**config.mk**
```make
export PLATFORM = sky130hd
export DESIGN_NAME = ubc_top
export DESIGN_NICKNAME = d
export VERILOG_FILES = /design/src/ubc_pkg.sv /design/src/ubc_chan_if.sv /design/src/ubc_top.sv /design/src/ubc_vec_route.sv
export SDC_FILE = /design/constraint.sdc
export NUM_CORES = 1
export LEC_CHECK = 0
export BUFFER_PORTS_ARGS = -buffer_cell sky130_fd_sc_hd__buf_2
export CAP_MARGIN = 10
export CORE_MARGIN = 5
export CORE_UTILIZATION = 63
export CTS_CLUSTER_DIAMETER = 60
export DETAILED_ROUTE_END_ITERATION = 8
export GPL_ROUTABILITY_DRIVEN = 1
export GPL_TIMING_DRIVEN = 0
export PLACE_DENSITY = 0.88
export SLEW_MARGIN = 25
export SYNTH_ARGS = -nofsm -noshare
export SYNTH_HDL_FRONTEND = slang
export SYNTH_SLANG_ARGS = --single-unit
```
**constraint.sdc**
```tcl
create_clock -name I_SYS_CLK -period 6.2 [get_ports I_SYS_CLK]
set_input_delay 0.62 -clock I_SYS_CLK [delete_from_list [all_inputs] [get_ports I_SYS_CLK]]
set_output_delay 0.62 -clock I_SYS_CLK [all_outputs]
set_load 0.03 [all_outputs]
```
**src/ubc_pkg.sv**
```systemverilog
/*
  package for the multi-drop uart conflict-detect block: register offsets,
  field positions, reset values, frame constants and the state type.
  assumes a single 10 mhz system clock and a simple strobe register port.
*/
package ubc_pkg;
  // register port geometry
  localparam int ADDR_W = 4;
  localparam int DATA_W = 16;
  // register offsets
  localparam logic [3:0] OFS_CTL = 4'h0;     // uart_ctl_one: tx enable
  localparam logic [3:0] OFS_SMR = 4'h1;     // special_mode_ctl
  localparam logic [3:0] OFS_TXD = 4'h2;     // transmit data, 9 bits
  localparam logic [3:0] OFS_BRG = 4'h3;     // bit-rate divider
  localparam logic [3:0] OFS_SEL = 4'h4;     // irq_source_select
  localparam logic [3:0] OFS_STAT = 4'h5;    // sticky status, read clears
  localparam logic [3:0] OFS_MASK = 4'h6;    // interrupt mask
  // control fields
  localparam int CTL_TE = 0;                 // tx_enable_flag
  localparam int CTL_BUSY = 1;               // read-only: frame in flight
  localparam int SMR_MODE = 0;               // multi-drop bus mode enable
  localparam int SMR_CONFLICT_SAMPLE_SELECT = 4;              // conflict_sample_select
  localparam int SMR_AUTO_TX_DISABLE_ON_CONFLICT = 5;               // auto_tx_disable_on_conflict
  localparam int SMR_SSS = 6;                // start_sync_select
  localparam int SMR_POL = 7;                // line_polarity_invert
  localparam int SEL_A = 6;                  // shared_vec_a_select
  localparam int SEL_B = 7;                  // shared_vec_b_select
  // status fields
  localparam int ST_CONF = 0;                // conflict irq_request_flag
  localparam int ST_DONE = 1;                // frame complete
  localparam int ST_W = 2;
  // reset values
  localparam logic [15:0] RST_BRG = 16'h000f;
  // frame: start, nine data, stop
  localparam int DATA_BITS = 9;
  localparam int FRAME_BITS = 11;
  localparam logic [3:0] LAST_BIT = 4'ha;
  // channel and vector numbers
  localparam int NCH = 5;
  localparam logic [7:0] VEC_A = 8'h28;      // shared by channels 0 and 3
  localparam logic [7:0] VEC_B = 8'h29;      // shared by channels 1 and 4
  // timer used for sampling per channel: 3,4,0,3,4
  localparam logic [14:0] TMR_OF_CH = {3'h4, 3'h3, 3'h0, 3'h4, 3'h3};
  // transmitter states, gray along idle->wait->send
  typedef enum logic [1:0] {
    ST_IDLE = 2'b00,
    ST_WAIT = 2'b01,
    ST_SEND = 2'b11
  } ubc_state_t;
endpackage : ubc_pkg

```
**src/ubc_chan_if.sv**
```systemverilog
/*
  interface carrying all five channels' conflict levels from the channel
  logic to the shared-vector router.
  assumes both ends run on the system clock.
*/
`timescale 1ns/1ps
interface ubc_chan_if;
  logic [4:0] conflict;   // per-channel conflict request levels
  logic sel_a;            // choose channel 3 over 0 for vector a
  logic sel_b;            // choose channel 4 over 1 for vector b
  logic vec_a;            // shared request on vector a
  logic vec_b;            // shared request on vector b
  logic vec_c;            // request for channel 2
  modport src (output conflict, output sel_a, output sel_b, input vec_a, input vec_b,
    input vec_c);
  modport rtr (input conflict, input sel_a, input sel_b, output vec_a, output vec_b,
    output vec_c);
endinterface : ubc_chan_if

```
**src/ubc_top.sv**
```systemverilog
/*
  conflict detect and synchronised transmit start for one uart channel on
  a shared multi-drop serial line, with register port and interrupt.
  assumes synchronous pins, a timer underflow pulse from outside, and
  other nodes sharing the line.
*/
// Implementation choices: the register offsets and the strobed register port.
// Function
// RULE1: irq when driven and sampled levels differ
// RULE2: vectors 40/41 shared, selects pick channel
// RULE3: select 0: compare on transfer clock rise
// RULE4: select 1: compare on assigned timer underflow
// RULE5: software runs sampling timer one-shot, triggered
// RULE6: auto-clear bit clears tx enable on conflict
// RULE7: sync start: begin on input line edge
// RULE8: edge falling, or rising when polarity inverted
// RULE9: no sync: start one transfer clock later
// RULE10: frame is start, nine data lsb-first, stop
// RULE11: software writes port registers right after unlock
// RULE12: no interrupt or dma between unlock and write
// RULE13: logic active only in multi-drop bus mode; code gates only the conflict compare, sync start ignores the mode bit
// RULE14: compare only while transmitting a frame
`timescale 1ns/1ps
module ubc_top (
  input wire logic I_SYS_CLK,
  input wire logic I_RSTN,
  input wire logic [ubc_pkg::ADDR_W-1:0] I_ADDR,
  input wire logic [ubc_pkg::DATA_W-1:0] I_WDATA,
  input wire logic I_WR,
  input wire logic I_RD,
  output logic [ubc_pkg::DATA_W-1:0] O_RDATA,
  input wire logic I_SERIAL_IN_PIN,
  input wire logic [ubc_pkg::NCH-1:0] I_TIMER_UFLOW,
  input wire logic [ubc_pkg::NCH-1:0] I_OTHER_CONFLICT,
  output logic O_SERIAL_OUT_PIN,
  output logic O_SERIAL_CLOCK_PIN,
  output logic O_IRQ,
  output logic O_VEC_A,
  output logic O_VEC_B,
  output logic O_VEC_C
);
  import ubc_pkg::*;

  // channel number this instance occupies within the five
  localparam int CH = 0;
  localparam logic [2:0] MY_TMR = TMR_OF_CH[3*CH +: 3];

  // registers
  logic te_d, te_q;                  // tx_enable_flag
  logic [7:0] smr_d, smr_q;          // special_mode_ctl
  logic [8:0] txd_d, txd_q;          // transmit data
  logic txv_d, txv_q;                // data waiting to send
  logic [15:0] brg_d, brg_q;         // bit-rate divider
  logic [7:0] sel_d, sel_q;          // irq_source_select
  logic [ST_W-1:0] stat_d, stat_q;   // sticky status
  logic [ST_W-1:0] mask_d, mask_q;   // interrupt mask
  logic [DATA_W-1:0] rdata_d, rdata_q;
  // transmitter
  ubc_state_t state_d, state_q;
  logic [15:0] div_d, div_q;         // bit-rate counter
  logic [3:0] bit_d, bit_q;          // frame bit index
  logic [10:0] shf_d, shf_q;         // frame shift register
  logic out_d, out_q;                // serial output level
  logic sclk_d, sclk_q;              // transfer clock level
  logic rx_d, rx_q;                  // previous input level, edge detect
  // events
  logic half_tick;                   // mid-bit: transfer clock rises
  logic bit_tick;                    // end of bit period
  logic sample;                      // conflict sampling instant
  logic conflict;                    // one-cycle conflict event
  logic start_edge;                  // selected input edge seen
  logic done_ev;                     // frame finished
  logic rd_stat;                     // status read clears
  logic [NCH-1:0] conf_vec;

  ubc_chan_if chan ();

  // combine this channel's sticky conflict status flag with the other channels' levels
  always_comb begin
    conf_vec = I_OTHER_CONFLICT;
    conf_vec[CH] = stat_q[ST_CONF];
  end
  assign chan.conflict = conf_vec;
  assign chan.sel_a = sel_q[SEL_A];
  assign chan.sel_b = sel_q[SEL_B];

  ubc_vec_route u_route (
    .i_clk(I_SYS_CLK),
    .i_rstn(I_RSTN),
    .bus(chan.rtr)
  );

  // timing events from the bit-rate counter
  always_comb begin
    bit_tick = (state_q == ST_SEND || state_q == ST_WAIT) && (div_q == brg_q);
    half_tick = (state_q == ST_SEND) && (div_q == {1'b0, brg_q[15:1]});
    // selected sampling instant, only mid-frame in bus mode
    if (smr_q[SMR_CONFLICT_SAMPLE_SELECT]) begin
      sample = I_TIMER_UFLOW[MY_TMR];  // [RULE4]
    end else begin
      sample = half_tick;  // [RULE3]
    end
    sample = sample && smr_q[SMR_MODE] && (state_q == ST_SEND);  // [RULE13] [RULE14]
    conflict = sample && (out_q != I_SERIAL_IN_PIN);  // [RULE1]
    // falling edge normally, rising edge with inverted polarity
    if (smr_q[SMR_POL]) begin
      start_edge = !rx_q && I_SERIAL_IN_PIN;  // [RULE8]
    end else begin
      start_edge = rx_q && !I_SERIAL_IN_PIN;  // [RULE8]
    end
    done_ev = (state_q == ST_SEND) && bit_tick && (bit_q == LAST_BIT);
    rd_stat = I_RD && (I_ADDR == OFS_STAT);
  end

  // transmitter next state
  always_comb begin
    state_d = state_q;
    div_d = div_q;
    bit_d = bit_q;
    shf_d = shf_q;
    out_d = out_q;
    sclk_d = sclk_q;
    rx_d = I_SERIAL_IN_PIN;
    case (state_q)
      ST_IDLE: begin
        out_d = 1'b1;
        sclk_d = 1'b1;
        div_d = 16'h0000;
        if (te_q && txv_q) begin
          // frame: stop, d8..d0, start, shifted out lsb first
          shf_d = {1'b1, txd_q, 1'b0};  // [RULE10]
          bit_d = 4'h0;
          if (smr_q[SMR_SSS]) begin
            state_d = ST_WAIT;  // [RULE7]
          end else begin
            state_d = ST_WAIT;  // [RULE9]
          end
        end
      end
      ST_WAIT: begin
        if (!te_q) begin
          state_d = ST_IDLE;
        end else if (smr_q[SMR_SSS]) begin
          // wait for the other node's edge, then start at once
          if (start_edge) begin
            state_d = ST_SEND;  // [RULE7]
            out_d = shf_d[0];
            sclk_d = 1'b0;  // transfer clock falls as the start bit begins
            div_d = 16'h0000;
          end
        end else if (bit_tick) begin
          // one transfer clock period after enable conditions
          state_d = ST_SEND;  // [RULE9]
          out_d = shf_q[0];
          sclk_d = 1'b0;  // transfer clock falls as the start bit begins
          div_d = 16'h0000;
        end else begin
          div_d = div_q + 16'h0001;
        end
      end
      ST_SEND: begin
        if (half_tick) begin
          sclk_d = 1'b1;
        end
        if (bit_tick) begin
          div_d = 16'h0000;
          sclk_d = 1'b0;
          if (bit_q == LAST_BIT) begin
            state_d = ST_IDLE;
            out_d = 1'b1;
            sclk_d = 1'b1;
          end else begin
            // next bit of the frame
            shf_d = {1'b1, shf_q[10:1]};  // [RULE10]
            out_d = shf_q[1];
            bit_d = bit_q + 4'h1;
          end
        end else begin
          div_d = div_q + 16'h0001;
        end
      end
      default: begin
        state_d = ST_IDLE;
      end
    endcase
  end

  // transmitter registers
  always_ff @(posedge I_SYS_CLK or negedge I_RSTN) begin
    if (!I_RSTN) begin
      state_q <= ST_IDLE;
      div_q <= 16'h0000;
      bit_q <= 4'h0;
      shf_q <= 11'h7ff;
      out_q <= 1'b1;
      sclk_q <= 1'b1;
      rx_q <= 1'b1;
    end else begin
      state_q <= state_d;
      div_q <= div_d;
      bit_q <= bit_d;
      shf_q <= shf_d;
      out_q <= out_d;
      sclk_q <= sclk_d;
      rx_q <= rx_d;
    end
  end

  // register file next values
  always_comb begin
    te_d = te_q;
    smr_d = smr_q;
    txd_d = txd_q;
    txv_d = txv_q;
    brg_d = brg_q;
    sel_d = sel_q;
    mask_d = mask_q;
    stat_d = stat_q;
    rdata_d = {DATA_W{1'b0}};
    // frame leaves the buffer when sending starts
    if (state_q == ST_WAIT && state_d == ST_SEND) begin
      txv_d = 1'b0;
    end
    if (I_WR) begin
      if (I_ADDR == OFS_CTL) begin
        te_d = I_WDATA[CTL_TE];
      end else if (I_ADDR == OFS_SMR) begin
        smr_d = I_WDATA[7:0];
      end else if (I_ADDR == OFS_TXD) begin
        txd_d = I_WDATA[DATA_BITS-1:0];
        txv_d = 1'b1;
      end else if (I_ADDR == OFS_BRG) begin
        brg_d = I_WDATA;
      end else if (I_ADDR == OFS_SEL) begin
        sel_d = I_WDATA[7:0];
      end else if (I_ADDR == OFS_MASK) begin
        mask_d = I_WDATA[ST_W-1:0];
      end
    end
    // conflict with auto-clear drops tx enable, beats a software write
    if (conflict && smr_q[SMR_AUTO_TX_DISABLE_ON_CONFLICT]) begin
      te_d = 1'b0;  // [RULE6]
    end
    // read clears; a new event in the same cycle stays set
    if (rd_stat) begin
      stat_d = {ST_W{1'b0}};
    end
    if (conflict) begin
      stat_d[ST_CONF] = 1'b1;  // [RULE1]
    end
    if (done_ev) begin
      stat_d[ST_DONE] = 1'b1;
    end
    if (I_RD) begin
      if (I_ADDR == OFS_CTL) begin
        rdata_d[CTL_TE] = te_q;
        rdata_d[CTL_BUSY] = (state_q != ST_IDLE);
      end else if (I_ADDR == OFS_SMR) begin
        rdata_d[7:0] = smr_q;
      end else if (I_ADDR == OFS_TXD) begin
        rdata_d[DATA_BITS-1:0] = txd_q;
      end else if (I_ADDR == OFS_BRG) begin
        rdata_d = brg_q;
      end else if (I_ADDR == OFS_SEL) begin
        rdata_d[7:0] = sel_q;
      end else if (I_ADDR == OFS_STAT) begin
        rdata_d[ST_W-1:0] = stat_q;
      end else if (I_ADDR == OFS_MASK) begin
        rdata_d[ST_W-1:0] = mask_q;
      end
    end
  end

  // register file flops
  always_ff @(posedge I_SYS_CLK or negedge I_RSTN) begin
    if (!I_RSTN) begin
      te_q <= 1'b0;
      smr_q <= 8'h00;
      txd_q <= 9'h000;
      txv_q <= 1'b0;
      brg_q <= RST_BRG;
      sel_q <= 8'h00;
      mask_q <= {ST_W{1'b0}};
      stat_q <= {ST_W{1'b0}};
      rdata_q <= {DATA_W{1'b0}};
    end else begin
      te_q <= te_d;
      smr_q <= smr_d;
      txd_q <= txd_d;
      txv_q <= txv_d;
      brg_q <= brg_d;
      sel_q <= sel_d;
      mask_q <= mask_d;
      stat_q <= stat_d;
      rdata_q <= rdata_d;
    end
  end

  // outputs
  assign O_RDATA = rdata_q;
  assign O_SERIAL_OUT_PIN = out_q;
  assign O_SERIAL_CLOCK_PIN = sclk_q;
  assign O_IRQ = |(stat_q & mask_q);
  assign O_VEC_A = chan.vec_a;
  assign O_VEC_B = chan.vec_b;
  assign O_VEC_C = chan.vec_c;
endmodule : ubc_top

```
**src/ubc_vec_route.sv**
```systemverilog
/*
  router of channel conflict requests onto shared interrupt vectors.
  assumes levels synchronous to the system clock.
*/
`timescale 1ns/1ps
module ubc_vec_route (
  input wire logic i_clk,
  input wire logic i_rstn,
  ubc_chan_if.rtr bus
);
  import ubc_pkg::*;
  logic vec_a_d, vec_a_q;  // registered vector a request
  logic vec_b_d, vec_b_q;  // registered vector b request
  logic vec_c_d, vec_c_q;  // registered channel 2 request

  // pick one channel of each pair per source-select bit
  always_comb begin
    vec_a_d = bus.sel_a ? bus.conflict[3] : bus.conflict[0];  // [RULE2]
    vec_b_d = bus.sel_b ? bus.conflict[4] : bus.conflict[1];  // [RULE2]
    vec_c_d = bus.conflict[2];
  end

  // register the routed requests
  always_ff @(posedge i_clk or negedge i_rstn) begin
    if (!i_rstn) begin
      vec_a_q <= 1'b0;
      vec_b_q <= 1'b0;
      vec_c_q <= 1'b0;
    end else begin
      vec_a_q <= vec_a_d;
      vec_b_q <= vec_b_d;
      vec_c_q <= vec_c_d;
    end
  end

  assign bus.vec_a = vec_a_q;
  assign bus.vec_b = vec_b_q;
  assign bus.vec_c = vec_c_q;
endmodule : ubc_vec_route
```
==> results.py <==
metrics = {
    "run_status": {
        "status": "finished clean",
    },
    "cts": {
        "clkLatencyLatePin_ns": 0.37,
        "cts.sinks": 101,
        "cts_buffer_depth": 2,
        "root_buffer": "clkbuf_8",
        "clkTransAtPathRegs_ns": 0.10,
        "cts-hold-fix-buffers": 0,
        "cts_resized": 0,
        "htree_levels": 3,
        "cts_setup_buffers": 0,
        "cts_tree": "yes",
        "cts_buffers": 9,
    },
    "pwr": {
        "p_seq_share_pct": 49.0,
        "clkPwrFrac_pct": 25.0,
        "p_per_area_nw_per_um2": 327,
        "p_switching_w": 0.000614,
        "comb_power_share_pct": 26.0,
        "vdd_drop_max_mv": 0.184,
        "p_sw_share_pct": 32.6,
        "intPower_w": 0.00127,
        "p_leak_nw": 2.68,
    },
    "floorplanning": {
        "die_y_um": 100,
        "coreArea_um2": 8090,
        "die_area_um2": 10100,
        "fp.dieW_um": 100,
        "ios": 57,
        "fp-row-count": 33,
        "initial_core_util_pct": 63.5,
    },
    "detailed_routing": {
        "vias": 3891,
        "wl_mm": 12.2,
        "viasPerCell": 6.02,
        "dr.first_iter.drc_count": 216,
        "wl_per_cell_um": 18.9,
        "antenna_left": 0,
        "drcViolationCount": 0,
        "dr.pass1.iters": 5,
    },
    "logic_synthesis": {
        "synth_common_cells": "dfrtp_1, mux2_2, nand2_1, nor2_1, xor2_1",
        "synth.ff_latch_count": 101,
        "syn_inst": 474,
        "synth_cell_type_count": 56,
        "syn_area_um2": 5140,
        "avgSynthCellArea_um2": 10.8,
        "seq_area_frac_synth_pct": 49.6,
        "synth_top_area_share_pct": 40.9,
        "synth-edff-count": 0,
        "syn_nets": 512,
        "synth.area.top_cells": "dfrtp_1, mux2_2, dfstp_2, xor2_1, nand2_1",
        "yosysMostFrequentCell": "dfrtp_1",
        "yosys_warnings": 0,
        "synth_area_leader_cell": "dfrtp_1",
        "async_reset_ff_share_pct": 100,
        "synth_ff_type": "dfrtp_1",
    },
    "timing": {
        "finalHoldViolCount": 0,
        "finalCritPeriodShare_pct": 39.0,
        "setup_viol": 0,
        "rsz0062_at_grt": "no",
        "finalClockSkew_ns": 0.0122,
        "fmax_mhz": 413,
        "setup_slack_ns": 3.78,
        "layout_min_cycle_time_ns": 2.42,
        "drv_slew": 0,
        "worst_pin_slew_ns": 0.893,
        "tns_ns": 0,
        "relSlewSlack_pct": 39.9,
    },
    "worst_setup_path": {
        "start_kind": "flop",
        "worstPathMaxFanout": 10,
        "ff2ff_setup_slack_ns": 3.78,
        "worstRegToRegCells": 9,
        "path_class": "flop to flop",
        "endpoint_kind": "flop",
        "worstPathArrival_ns": 2.68,
        "r2r-end": "bit_q[1]",
        "r2r-start": "div_q[1]",
        "cp-startpoint": "div_q[1]",
        "required_ns": 6.46,
    },
    "placement": {
        "io_buffers": 50,
        "dp_slack_ns": 3.67,
        "post-dp-hpwl_mm": 8.99,
        "dpl.cell_count": 630,
        "placed_cell_area_um2": 5550,
        "gp_congestion": 0.936,
    },
    "grt": {
        "grtUsageTotal_pct": 26.1,
        "grt_max_degree": 60,
        "antenna_found_initial": 0,
        "grt-ovfl-total": 0,
        "grt_pass1_vias": 4003,
        "grt_pass1_wl_mm": 20.5,
    },
    "layout": {
        "drive_gt1_share_pct": 29.0,
        "stdcell_count": 646,
        "fin_nets": 574,
        "design_area_um2": 5770,
        "area_growth_pct": 12.3,
        "num_antenna_cells": 0,
    },
    "min_path": {
        "hp-class": "primary input to async pin",
    },
    "job": {
        "cap_viol_max_count": 0,
    },
}
==> cells in the final DEF, fill, tap and decap left out, types with 3 or more instances in the layout <==
cell type	instances
dfrtp_1	84
buf_2	54
mux2_2	52
nand2_1	46
nor2_1	42
xor2_1	28
dfstp_2	17
xnor2_1	16
clkbuf_1	15
nor3_1	14
a21oi_1	13
o21ai_0	13
nand3_1	11
inv_1	10
and2_1	9
clkbuf_8	9
nor4_1	7
nand4_1	7
mux2_4	7
buf_6	6
and3_1	5
nor2b_1	5
o22ai_1	5
a22oi_1	4
mux2i_1	4
a22o_1	4
nand2b_1	3
o211a_1	3
a31oi_1	3
ha_1	3
==> power groups by stage <==
stage / Sequential, W / Combinational (W) / Clock, W
floorplan: 0.000917 / 0.000347 / 0
global route: 0.000939 / 0.000534 / 0.000501
detailed placement: 0.000934 / 0.000482 / 0
finish: 0.000923 / 0.000490 / 0.000471
CTS: 0.000921 / 0.000488 / 0.000473
global placement: 0.000925 / 0.000463 / 0
==> flip-flops by register name, summed over array words and instances, names as in the netlist, 2 cells and up <==
signal	flops
state_q	2
div_q	16
stat_q	2
brg_q	16
sel_q	8
O_RDATA	16
txd_q	9
bit_q	4
smr_q	8
shf_q	10
mask_q	2
==> how the worst max path moves through the flow <==
stage               endpoint  slack, ns  cells past startpoint
global route        bit_q[1]       3.60                      9
finish              bit_q[1]       3.78                      9
detailed placement  brg_q[7]       3.67                      7
floorplan           bit_q[1]       4.08                      9
CTS                 bit_q[1]       3.78                      9
global placement    txd_q[2]       3.54                      1
==> per-layer routing <==
metal	GRT usage [%]	vias to the layer above	part of all wire, %
met2	44.7	163	51
met3	3.96	32	6.0
li1	-	1775	-
met1	33.8	1921	41
met5	0	-	0
met4	9.53	0	2.5
==> area by class of cell <==
class / count / area [um2]
flip-flops and latches: 101 / 2550
multi-input cells: 337 / 2390
fillers: 602 / 2330
repair buffers: 51 / 277
plain buffers: 26 / 158
well taps: 105 / 131
clock buffers: 10 / 128
clock inverters: 6 / 93.8
inverters: 10 / 37.5
==> critical path, stage by stage, from the launching register on <==
cell and delay (ns):
dfrtp_1 0.39, clkbuf_1 0.21, xor2_1 0.20, nor4_1 0.34, and4_1 0.27, buf_6 0.14
nand2_4 0.06, a22oi_4 0.22, buf_12 0.17, mux2_4 0.30
==> logic make-up (layout without fill, tap and decap cells) <==
kind of cell | Yosys count | count (layout) | share of synthesized area (%)
buf+inv | 36 | 103 | 3.80
compound gates | 66 | 66 | 9.01
flops | 101 | 101 | 49.6
simple gates | 161 | 161 | 15.1
xor+xnor | 44 | 44 | 7.50
fa+ha+maj | 3 | 3 | 0.731
mux | 63 | 63 | 14.2
==> per-stage QoR <==
stage | hold slack [ns] | total power (W) | util [%]
after floorplan | 0.324 | 0.00126 | -
after global placement | 0.459 | 0.00139 | 68.2
after detailed placement | 0.472 | 0.00142 | 68.5
after CTS | 0.219 | 0.00188 | 71.3
after global routing | 0.231 | 0.00197 | 71.3
final | 0.196 | 0.00188 | 71.3
Note: power is estimated with default switching activity, not from simulation.
